[src/rtl/shcsr_pkg.sv]
// Shared constants for the gas sensor host register bank and its host
package shcsr_pkg;
   // ==========================================================
   // Widths
   localparam int ADDR_W = 8;
   localparam int DATA_W = 8;
   localparam int MBOX_N = 8;
   // ==========================================================
   // Register offsets
   localparam logic [7:0] A_OPERATING_MODE_REG   = 8'h10;
   localparam logic [7:0] A_CONFIG   = 8'h11;
   localparam logic [7:0] A_COMMAND  = 8'h12;
   localparam logic [7:0] A_TEMP_LO  = 8'h13;
   localparam logic [7:0] A_TEMP_HI  = 8'h14;
   localparam logic [7:0] A_RH_LO    = 8'h15;
   localparam logic [7:0] A_RH_HI    = 8'h16;
   localparam logic [7:0] A_STATUS   = 8'h20;
   localparam logic [7:0] A_RES_LO   = 8'h22;
   localparam logic [7:0] A_RES_HI   = 8'h37;
   localparam logic [7:0] A_TVOC     = 8'h22;
   localparam logic [7:0] A_ECO2     = 8'h24;
   localparam logic [7:0] A_WMBOX    = 8'h40;
   localparam logic [7:0] A_RMBOX    = 8'h48;
   localparam logic [7:0] A_RMBOX_HI = 8'h4f;
   // ==========================================================
   // Configuration fields
   localparam int CFG_EN   = 0;
   localparam int CFG_RES  = 1;
   localparam int CFG_TH   = 2;
   localparam int CFG_MBX  = 3;
   localparam int CFG_PP   = 5;
   localparam int CFG_POL  = 6;
   localparam logic [7:0] CFG_MASK = 8'h6f;
   // ==========================================================
   // Status fields
   localparam int ST_MBX = 0;
   localparam int ST_RES = 1;
   localparam int ST_TH  = 4;
   localparam int ST_ERR = 6;
   localparam int ST_RUN = 7;
   // ==========================================================
   // Operating modes and commands
   localparam logic [7:0] MODE_SLEEP = 8'h00;
   localparam logic [7:0] MODE_IDLE  = 8'h01;
   localparam logic [7:0] MODE_GAS   = 8'h02;
   localparam logic [7:0] MODE_SWRST = 8'h0f;
   localparam logic [7:0] CMD_NOP    = 8'h00;
   localparam logic [7:0] CMD_FETCH_VERSION = 8'h01;
   localparam logic [7:0] ZERO8      = 8'h00;
   localparam logic [15:0] ZERO16    = 16'h0000;
endpackage : shcsr_pkg

[src/rtl/shcsr_if.sv]
// Register bus and alert pin between host and sensor register bank
`timescale 1ns/1ns
`default_nettype none
interface shcsr_if;
   logic [7:0] addr;
   logic [7:0] wdata;
   logic       wr;
   logic       rd;
   logic [7:0] rdata;
   logic       alert_pin_n_o;
   logic       alert_pin_n_oe;
   logic       alert_pin_n_level;

   // Board pull-up: an undriven open-drain line floats high
   assign alert_pin_n_level = alert_pin_n_oe ? alert_pin_n_o : 1'b1;

   modport device (
      input  addr, wdata, wr, rd,
      output rdata, alert_pin_n_o, alert_pin_n_oe
   );
   modport host (
      output addr, wdata, wr, rd,
      input  rdata, alert_pin_n_level
   );
endinterface : shcsr_if
`default_nettype wire

[src/rtl/shcsr_device.sv]
// Sensor side: host-visible configuration, command and status registers
// Contract
// - Config bit 6 selects alert polarity
// - Config bit 5: open drain or push-pull
// - Config bit 3 alerts on new mailbox
// - Config bit 2 alerts on threshold hit
// - Config bit 1 alerts on new results
// - Config bit 0 master enable, resets zero
// - Commands run only in idle mode
// - Host loads write mailbox before command
// - Version fetch fills mailbox bytes 0, 1
// - Temperature taken on high byte write
// - Temperature is kelvin times 64
// - Humidity taken on high byte write
// - Humidity is percent times 512
// - Status bit 7 shows mode running
// - Status bit 6 flags detected errors
// - Rejected mode code goes into read mailbox byte 0
// - Status bit 4 flags threshold reached
// - Status bit 1 new results, read clears
// - Status bit 0 new mailbox, read clears
// - Mode codes: sleep, idle, reset, sensing
`timescale 1ns/1ns
`default_nettype none
module shcsr_device #(
   parameter logic [3:0] REL_CODE = 4'h1, // Arbitrary value
   parameter logic [3:0] VER_CODE = 4'h0, // Arbitrary value
   parameter logic [7:0] SUB_CODE = 8'h00 // Arbitrary value
) (
   input  wire logic        clk,
   input  wire logic        sys_rst,
   shcsr_if.device          bus,
   input  wire logic [15:0] result_tvoc,
   input  wire logic [15:0] result_eco2,
   input  wire logic        result_load,
   input  wire logic        threshold_hit,
   output logic [7:0]       operating_mode_reg,
   output logic [15:0]      temp_comp,
   output logic [15:0]      rh_comp,
   output logic             comp_update
);
   // ==========================================================
   // Decode
   function automatic logic in_range(input logic [7:0] a, input logic [7:0] lo,
                                     input logic [7:0] hi);
      return (a >= lo) && (a <= hi);
   endfunction : in_range

   localparam int MBOX_N = shcsr_pkg::MBOX_N;

   logic [7:0]  config_q;
   logic [7:0]  command_q;
   logic        cmd_pending_q;
   logic [15:0] tvoc_q;
   logic [15:0] eco2_q;
   logic [7:0]  temp_lo_q;
   logic [7:0]  rh_lo_q;
   logic [7:0]  wmbox_q [MBOX_N];
   logic [7:0]  rmbox_q [MBOX_N];
   logic        new_mailbox_flag_q;
   logic        new_result_flag_q;
   logic        threshold_hit_flag_q;
   logic        error_flag_q;
   logic        wr_mode;
   logic        soft_rst;
   logic        mode_valid;
   logic        cmd_exec;
   logic        mbox_fill;
   logic        alert_active;
   logic [7:0]  status;
   logic [7:0]  rd_d;

   assign wr_mode  = bus.wr && (bus.addr == shcsr_pkg::A_OPERATING_MODE_REG);
   assign soft_rst = sys_rst || (wr_mode && (bus.wdata == shcsr_pkg::MODE_SWRST));
   assign mode_valid = (bus.wdata == shcsr_pkg::MODE_SLEEP) ||
                       (bus.wdata == shcsr_pkg::MODE_IDLE) ||
                       (bus.wdata == shcsr_pkg::MODE_GAS);
   assign cmd_exec = cmd_pending_q && (operating_mode_reg == shcsr_pkg::MODE_IDLE);
   assign mbox_fill = cmd_exec && (command_q == shcsr_pkg::CMD_FETCH_VERSION);

   // ==========================================================
   // Operating mode and error flag
   always_ff @(posedge clk) begin
      if (soft_rst) begin
         operating_mode_reg <= shcsr_pkg::MODE_IDLE;
      end else if (wr_mode && mode_valid) begin
         operating_mode_reg <= bus.wdata;
      end
   end

   always_ff @(posedge clk) begin
      if (soft_rst) begin
         error_flag_q <= 1'b0;
      end else if (wr_mode && !mode_valid) begin
         error_flag_q <= 1'b1;
      end else if (cmd_exec && !mbox_fill) begin
         error_flag_q <= 1'b1;
      end else if (wr_mode) begin
         error_flag_q <= 1'b0;
      end
   end

   // ==========================================================
   // Configuration, command and compensation inputs
   always_ff @(posedge clk) begin
      if (soft_rst) begin
         config_q <= shcsr_pkg::ZERO8;
      end else if (bus.wr && bus.addr == shcsr_pkg::A_CONFIG) begin
         config_q <= bus.wdata & shcsr_pkg::CFG_MASK;
      end
   end

   always_ff @(posedge clk) begin
      if (soft_rst) begin
         command_q     <= shcsr_pkg::CMD_NOP;
         cmd_pending_q <= 1'b0;
      end else if (bus.wr && bus.addr == shcsr_pkg::A_COMMAND) begin
         command_q     <= bus.wdata;
         cmd_pending_q <= 1'b1;
      end else if (cmd_exec) begin
         cmd_pending_q <= 1'b0;
      end
   end

   always_ff @(posedge clk) begin
      comp_update <= 1'b0;
      if (soft_rst) begin
         temp_lo_q   <= shcsr_pkg::ZERO8;
         rh_lo_q     <= shcsr_pkg::ZERO8;
         temp_comp   <= shcsr_pkg::ZERO16;
         rh_comp     <= shcsr_pkg::ZERO16;
      end else if (bus.wr) begin
         unique case (bus.addr)
            shcsr_pkg::A_TEMP_LO: temp_lo_q <= bus.wdata;
            shcsr_pkg::A_RH_LO:   rh_lo_q   <= bus.wdata;
            shcsr_pkg::A_TEMP_HI: begin
               temp_comp   <= {bus.wdata, temp_lo_q};
               comp_update <= 1'b1;
            end
            shcsr_pkg::A_RH_HI: begin
               rh_comp     <= {bus.wdata, rh_lo_q};
               comp_update <= 1'b1;
            end
            default: ;
         endcase
      end
   end

   // ==========================================================
   // Mailboxes and results
   always_ff @(posedge clk) begin
      if (soft_rst) begin
         for (int i = 0; i < MBOX_N; i++) begin
            wmbox_q[i] <= shcsr_pkg::ZERO8;
         end
      end else if (bus.wr && in_range(bus.addr, shcsr_pkg::A_WMBOX,
                                      shcsr_pkg::A_RMBOX - 8'h01)) begin
         wmbox_q[bus.addr[2:0]] <= bus.wdata;
      end
   end

   always_ff @(posedge clk) begin
      if (soft_rst) begin
         for (int i = 0; i < MBOX_N; i++) begin
            rmbox_q[i] <= shcsr_pkg::ZERO8;
         end
      // rejected mode code as error detail
      end else if (wr_mode && !mode_valid) begin
         rmbox_q[0] <= bus.wdata;
      end else if (mbox_fill) begin
         rmbox_q[0] <= {REL_CODE, VER_CODE};
         rmbox_q[1] <= SUB_CODE;
      end
   end

   always_ff @(posedge clk) begin
      if (soft_rst) begin
         tvoc_q <= shcsr_pkg::ZERO16;
         eco2_q <= shcsr_pkg::ZERO16;
      end else if (result_load) begin
         tvoc_q <= result_tvoc;
         eco2_q <= result_eco2;
      end
   end

   // ==========================================================
   // Status flags; a set in the clearing cycle wins
   always_ff @(posedge clk) begin
      if (soft_rst) begin
         new_mailbox_flag_q <= 1'b0;
      // set on fill, clear on mailbox read
      end else if (mbox_fill || (wr_mode && !mode_valid)) begin
         new_mailbox_flag_q <= 1'b1;
      end else if (bus.rd && in_range(bus.addr, shcsr_pkg::A_RMBOX,
                                      shcsr_pkg::A_RMBOX_HI)) begin
         new_mailbox_flag_q <= 1'b0;
      end
   end

   always_ff @(posedge clk) begin
      if (soft_rst) begin
         new_result_flag_q <= 1'b0;
      // set on load, clear on result read
      end else if (result_load) begin
         new_result_flag_q <= 1'b1;
      end else if (bus.rd && in_range(bus.addr, shcsr_pkg::A_RES_LO,
                                      shcsr_pkg::A_RES_HI)) begin
         new_result_flag_q <= 1'b0;
      end
   end

   always_ff @(posedge clk) begin
      if (soft_rst) begin
         threshold_hit_flag_q <= 1'b0;
      end else if (threshold_hit) begin
         threshold_hit_flag_q <= 1'b1;
      end else if (bus.rd && bus.addr == shcsr_pkg::A_STATUS) begin
         threshold_hit_flag_q <= 1'b0;
      end
   end

   always_comb begin
      status = shcsr_pkg::ZERO8;
      status[shcsr_pkg::ST_RUN] = (operating_mode_reg == shcsr_pkg::MODE_GAS);
      status[shcsr_pkg::ST_ERR] = error_flag_q;
      status[shcsr_pkg::ST_TH]  = threshold_hit_flag_q;
      status[shcsr_pkg::ST_RES] = new_result_flag_q;
      status[shcsr_pkg::ST_MBX] = new_mailbox_flag_q;
   end

   // ==========================================================
   // Read port: data stands in the cycle after the strobe
   always_comb begin
      rd_d = shcsr_pkg::ZERO8;
      if (in_range(bus.addr, shcsr_pkg::A_WMBOX, shcsr_pkg::A_RMBOX - 8'h01)) begin
         rd_d = wmbox_q[bus.addr[2:0]];
      end else if (in_range(bus.addr, shcsr_pkg::A_RMBOX, shcsr_pkg::A_RMBOX_HI)) begin
         rd_d = rmbox_q[bus.addr[2:0]];
      end else begin
         unique case (bus.addr)
            shcsr_pkg::A_OPERATING_MODE_REG:         rd_d = operating_mode_reg;
            shcsr_pkg::A_CONFIG:         rd_d = config_q;
            shcsr_pkg::A_COMMAND:        rd_d = command_q;
            shcsr_pkg::A_TEMP_LO:        rd_d = temp_lo_q;
            shcsr_pkg::A_TEMP_HI:        rd_d = temp_comp[15:8];
            shcsr_pkg::A_RH_LO:          rd_d = rh_lo_q;
            shcsr_pkg::A_RH_HI:          rd_d = rh_comp[15:8];
            shcsr_pkg::A_STATUS:         rd_d = status;
            shcsr_pkg::A_TVOC:           rd_d = tvoc_q[7:0];
            shcsr_pkg::A_TVOC + 8'h01:   rd_d = tvoc_q[15:8];
            shcsr_pkg::A_ECO2:           rd_d = eco2_q[7:0];
            shcsr_pkg::A_ECO2 + 8'h01:   rd_d = eco2_q[15:8];
            default:                     rd_d = shcsr_pkg::ZERO8;
         endcase
      end
   end

   always_ff @(posedge clk) begin
      if (sys_rst) begin
         bus.rdata <= shcsr_pkg::ZERO8;
      end else if (bus.rd) begin
         bus.rdata <= rd_d;
      end else begin
         bus.rdata <= shcsr_pkg::ZERO8;
      end
   end

   // ==========================================================
   // Alert pin: a level that follows the enabled sticky flags
   // master enable gates
   assign alert_active = config_q[shcsr_pkg::CFG_EN] &&
      ((config_q[shcsr_pkg::CFG_MBX] && new_mailbox_flag_q) ||
       (config_q[shcsr_pkg::CFG_TH]  && threshold_hit_flag_q) ||
       (config_q[shcsr_pkg::CFG_RES] && new_result_flag_q));

   always_ff @(posedge clk) begin
      if (sys_rst) begin
         bus.alert_pin_n_o  <= 1'b0;
         bus.alert_pin_n_oe <= 1'b0;
      end else if (config_q[shcsr_pkg::CFG_PP]) begin
         bus.alert_pin_n_o  <= config_q[shcsr_pkg::CFG_POL] ~^ alert_active;
         bus.alert_pin_n_oe <= 1'b1;
      end else begin
         // Open drain only pulls low; high comes from the pull-up
         bus.alert_pin_n_o  <= 1'b0;
         bus.alert_pin_n_oe <= config_q[shcsr_pkg::CFG_POL] ^ alert_active;
      end
   end
endmodule : shcsr_device
`default_nettype wire

[src/flat_wrapper.sv]
// flat-port wrapper written by rule: the top's interface ports become plain ports
module shcsr_device_flat 
#(
   parameter logic [3:0] REL_CODE = 4'h1,                   
   parameter logic [3:0] VER_CODE = 4'h0,                   
   parameter logic [7:0] SUB_CODE = 8'h00                   
)
  (clk, sys_rst, result_tvoc, result_eco2, result_load, threshold_hit, operating_mode_reg, temp_comp, rh_comp, comp_update, bus_addr, bus_wdata, bus_wr, bus_rd, bus_rdata, bus_alert_pin_n_o, bus_alert_pin_n_oe);
  shcsr_if bus_i ();
  input  wire logic clk;
  input  wire logic sys_rst;
  input  wire logic [15:0] result_tvoc;
  input  wire logic [15:0] result_eco2;
  input  wire logic result_load;
  input  wire logic threshold_hit;
  output logic [7:0] operating_mode_reg;
  output logic [15:0] temp_comp;
  output logic [15:0] rh_comp;
  output logic comp_update;
  input wire logic [$bits(bus_i.addr)-1:0] bus_addr;
  input wire logic [$bits(bus_i.wdata)-1:0] bus_wdata;
  input wire logic [$bits(bus_i.wr)-1:0] bus_wr;
  input wire logic [$bits(bus_i.rd)-1:0] bus_rd;
  output wire logic [$bits(bus_i.rdata)-1:0] bus_rdata;
  output wire logic [$bits(bus_i.alert_pin_n_o)-1:0] bus_alert_pin_n_o;
  output wire logic [$bits(bus_i.alert_pin_n_oe)-1:0] bus_alert_pin_n_oe;
  assign bus_i.addr = bus_addr;
  assign bus_i.wdata = bus_wdata;
  assign bus_i.wr = bus_wr;
  assign bus_i.rd = bus_rd;
  assign bus_rdata = bus_i.rdata;
  assign bus_alert_pin_n_o = bus_i.alert_pin_n_o;
  assign bus_alert_pin_n_oe = bus_i.alert_pin_n_oe;
  shcsr_device #(.REL_CODE(REL_CODE), .VER_CODE(VER_CODE), .SUB_CODE(SUB_CODE)) u_core (.clk(clk), .sys_rst(sys_rst), .bus(bus_i), .result_tvoc(result_tvoc), .result_eco2(result_eco2), .result_load(result_load), .threshold_hit(threshold_hit), .operating_mode_reg(operating_mode_reg), .temp_comp(temp_comp), .rh_comp(rh_comp), .comp_update(comp_update));
endmodule
[config.mk]
export PLATFORM = sky130hd
export DESIGN_NAME = shcsr_device_flat
export DESIGN_NICKNAME = d
export VERILOG_FILES = /design/src/rtl/shcsr_pkg.sv /design/src/rtl/shcsr_if.sv /design/src/rtl/shcsr_device.sv /design/src/flat_wrapper.sv
export SDC_FILE = /design/constraint.sdc
export NUM_CORES = 1
export LEC_CHECK = 0
export ABC_AREA = 0
export BUFFER_PORTS_ARGS = -buffer_cell sky130_fd_sc_hd__buf_2
export CAP_MARGIN = 20
export CORE_MARGIN = 5
export CORE_UTILIZATION = 48
export CTS_CLUSTER_SIZE = 16
export DETAILED_ROUTE_END_ITERATION = 7
export GPL_TIMING_DRIVEN = 1
export PLACE_DENSITY = 0.67
export RECOVER_POWER = 100
export SYNTH_ARGS = -nofsm -noshare
export SYNTH_HDL_FRONTEND = slang
export SYNTH_SLANG_ARGS = --single-unit
export TNS_END_PERCENT = 10
[constraint.sdc]
create_clock -name clk -period 2 [get_ports clk]
set_clock_uncertainty 0.1 [all_clocks]
set_input_delay 0.3 -clock clk [delete_from_list [all_inputs] [get_ports clk]]
set_output_delay 0.3 -clock clk [all_outputs]
set_load 0.03 [all_outputs]
==> flow_summary.json <==
{
  "status": "complete, no violations",
  "worst_slew_pin_slew_ps": 466,
  "ys_seq_area_share_pct": 51.1,
  "r2r_slack_ps": 200,
  "totalWireLength_um": 27200,
  "cts_buffers": 17,
  "ir_drop_mv": 0.645,
  "overflow": 0,
  "fmax_ghz": 0.523,
  "maxSlewHeadroom_pct": 68.5,
  "clkSinkCount": 190,
  "detail_route.first_pass.iterations": 6,
  "coreArea_um2": 18100,
  "worstSetupStartpoint": "bus_addr[7]",
  "timing.rr.start": "u_core.operating_mode_reg[7]$_SDFFE_PP0P_",
  "placed_cell_area_um2": 10400,
  "via_count": 7517,
  "drtIter0Drc": 823,
  "ys_top_cells_by_count": "nor2_1, dfxtp_1, mux2i_1, nand3_1, nand2_1",
  "antenna_cells": 0,
  "grt_pass1_wl_um": 41800,
  "grt_setup_unrepaired": "no",
  "grtUsageTotal_pct": 25.3,
  "die_h_um": 146,
  "syn-cell-area_um2": 8850,
  "gp_congestion": 1.00,
  "ant_nets": 0,
  "antenna_found_initial": 0,
  "rr_endpoint": "u_core.rmbox_q[0][2]$_SDFFCE_PP0P_",
  "setup_viol": 0,
  "hold-worst-slack_ps": 0.543,
  "yosys-top-cells-area": "dfxtp_1, edfxtp_1, mux2i_1",
  "first_global_vias": 7136,
  "clockBufferDepth": 2,
  "placementRows": 49,
  "cts-root-buf": "clkbuf_16",
  "grt_max_degree": 69,
  "synth_top_cell_by_area": "dfxtp_1",
  "yosysWarnings": 0,
  "setup_ws_ps": 86.5,
  "async_flop_share_pct": 0,
  "worstSetupEndpointType": "register",
  "p_per_area_nw_per_um2": 759,
  "yosys.area.top_type_share_pct": 26.7,
  "syn-instance-count": 887,
  "reg2reg_depth": 7,
  "top_register": "u_core.wmbox_q",
  "synth_ff_type": "dfxtp_1",
  "cp_max_fo": 11,
  "hold_viol": 0,
  "critPathArrivalTime_ps": 1910,
  "postSynthAreaPerCell_um2": 9.98,
  "ios": 105,
  "drive_gt1_share_pct": 21.2,
  "fin_area_um2": 11000,
  "cp-start-kind": "primary input",
  "tritoncts": "built",
  "worstSetupPathType": "in2reg",
  "finalPower_mw": 8.37,
  "synth.distinct_cells": 64,
  "pre_cts_slack_ps": -331,
  "hp-class": "in2reg",
  "clk_pin_slew_ps": 80,
  "place_inst": 1256,
  "post-dp-hpwl_um": 19700,
  "die_w_um": 146,
  "drcViolationCount": 0,
  "port_buffers": 104,
  "stdcell_count": 1312,
  "die_area_um2": 21300,
  "fin_nets": 1124,
  "synth_seq_cells": 190,
  "tns_ps": 0,
  "syn-num-nets": 941,
  "yosysMostFrequentCell": "nor2_1",
  "final.period_utilization_pct": 95.7,
  "slew_viol_final": 0,
  "fin_crit_ps": 1910,
  "start_util_pct": 49.0,
  "area_growth_pct": 24.7,
  "leakagePower_nw": 4.45,
  "timing.critical_path.to": "u_core.wmbox_q[6][2]$_SDFFCE_PN0P_",
  "clk_latency_ps": 450,
  "worstPathRequired_ps": 2000,
  "vias_per_cell": 5.73,
  "wire_per_inst_um": 20.7,
  "synth-edff-count": 72,
  "largest_reg_flops": 64,
  "drv_cap": 0,
  "htree_levels": 4,
  "postCtsSetupBuffers": 0,
  "post-route-util_pct": 61.0
}
critical path: stages:
cell,delay [ps]
buf_2,130
or4b_2,750
nor2_4,150
buf_12,130
nand2_1,50
nand2_1,70
clkbuf_1,310
layout by cell type (no fill, tap or decap), drive strengths merged, types with 3 or more instances in the layout:
master       count
a21o             6
mux4            16
edfxtp          72
nand3b           5
nand2b           5
a22oi           12
mux2i          101
nand2           75
nor2           168
a21boi           3
buf            151
nor4             3
a31oi            7
clkbuf          82
nor2b            7
dfxtp          118
a21oi           37
dlygate4sd3     24
o21ai            9
nand4            7
or4b             3
and2            14
nand3           85
clkinv           5
inv             11
o22ai            3
a221oi           3
nor3             9
or4              3
mux2             5
worst min path at each step:
stage                                              start                                    to  slack [ps]  depth (start not counted)
final                                     result_tvoc[5]         u_core.tvoc_q[5]$_SDFFE_PP0P_         0.5                          3
after global routing                     result_tvoc[15]        u_core.tvoc_q[15]$_SDFFE_PP0P_          10                          3
after CTS                                 result_eco2[7]         u_core.eco2_q[7]$_SDFFE_PP0P_           1                          3
after detailed placement  u_core.rh_comp[4]$_SDFFE_PP0P_        u_core.rh_comp[4]$_SDFFE_PP0P_         340                          2
after global placement    u_core.rh_comp[4]$_SDFFE_PP0P_        u_core.rh_comp[4]$_SDFFE_PP0P_         340                          2
after floorplan                                  sys_rst  u_core.bus.alert_pin_n_oe$_SDFF_PP0_         270                          1
repair_timing:
item                      CTS  global route
gates resized for setup     0             0
hold endpoints to repair   24             0
hold buffers               24             0
cell families after synthesis:
group,Yosys count,share of synthesized area [%]
flops,190,51.1
xor+xnor,1,0.0989
simple gates,394,20.8
compound gates,103,7.82
mux,122,16.1
buf+inv,77,4.06
routing by layer:
metal / GRT usage (%) / share of wire [%] / up-vias
met2: 37.6 / 45 / 362
met4: 5.70 / 1.3 / 0
met5: 0 / 0 / -
met3: 5.36 / 8.6 / 30
met1: 38.1 / 45 / 3586
li1: - / - / 3539
layout make-up:
cell class,instances,area [µm²]
multi-input combinational,620,4010
timing repair buffer,239,1620
sequential,190,4520
tap,229,287
inverter,2,7.51
fill,1528,7050
clock buffer,18,450
clock inverter,14,140
power breakdown:
group	internal, mW	total [mW]	switching [mW]
clock network	1.74	3.42	1.68
logic	0.337	0.783	0.446
registers	4.12	4.18	0.0535
total	6.20	8.37	2.18
No activity file was read; power rests on OpenSTA's default activity.
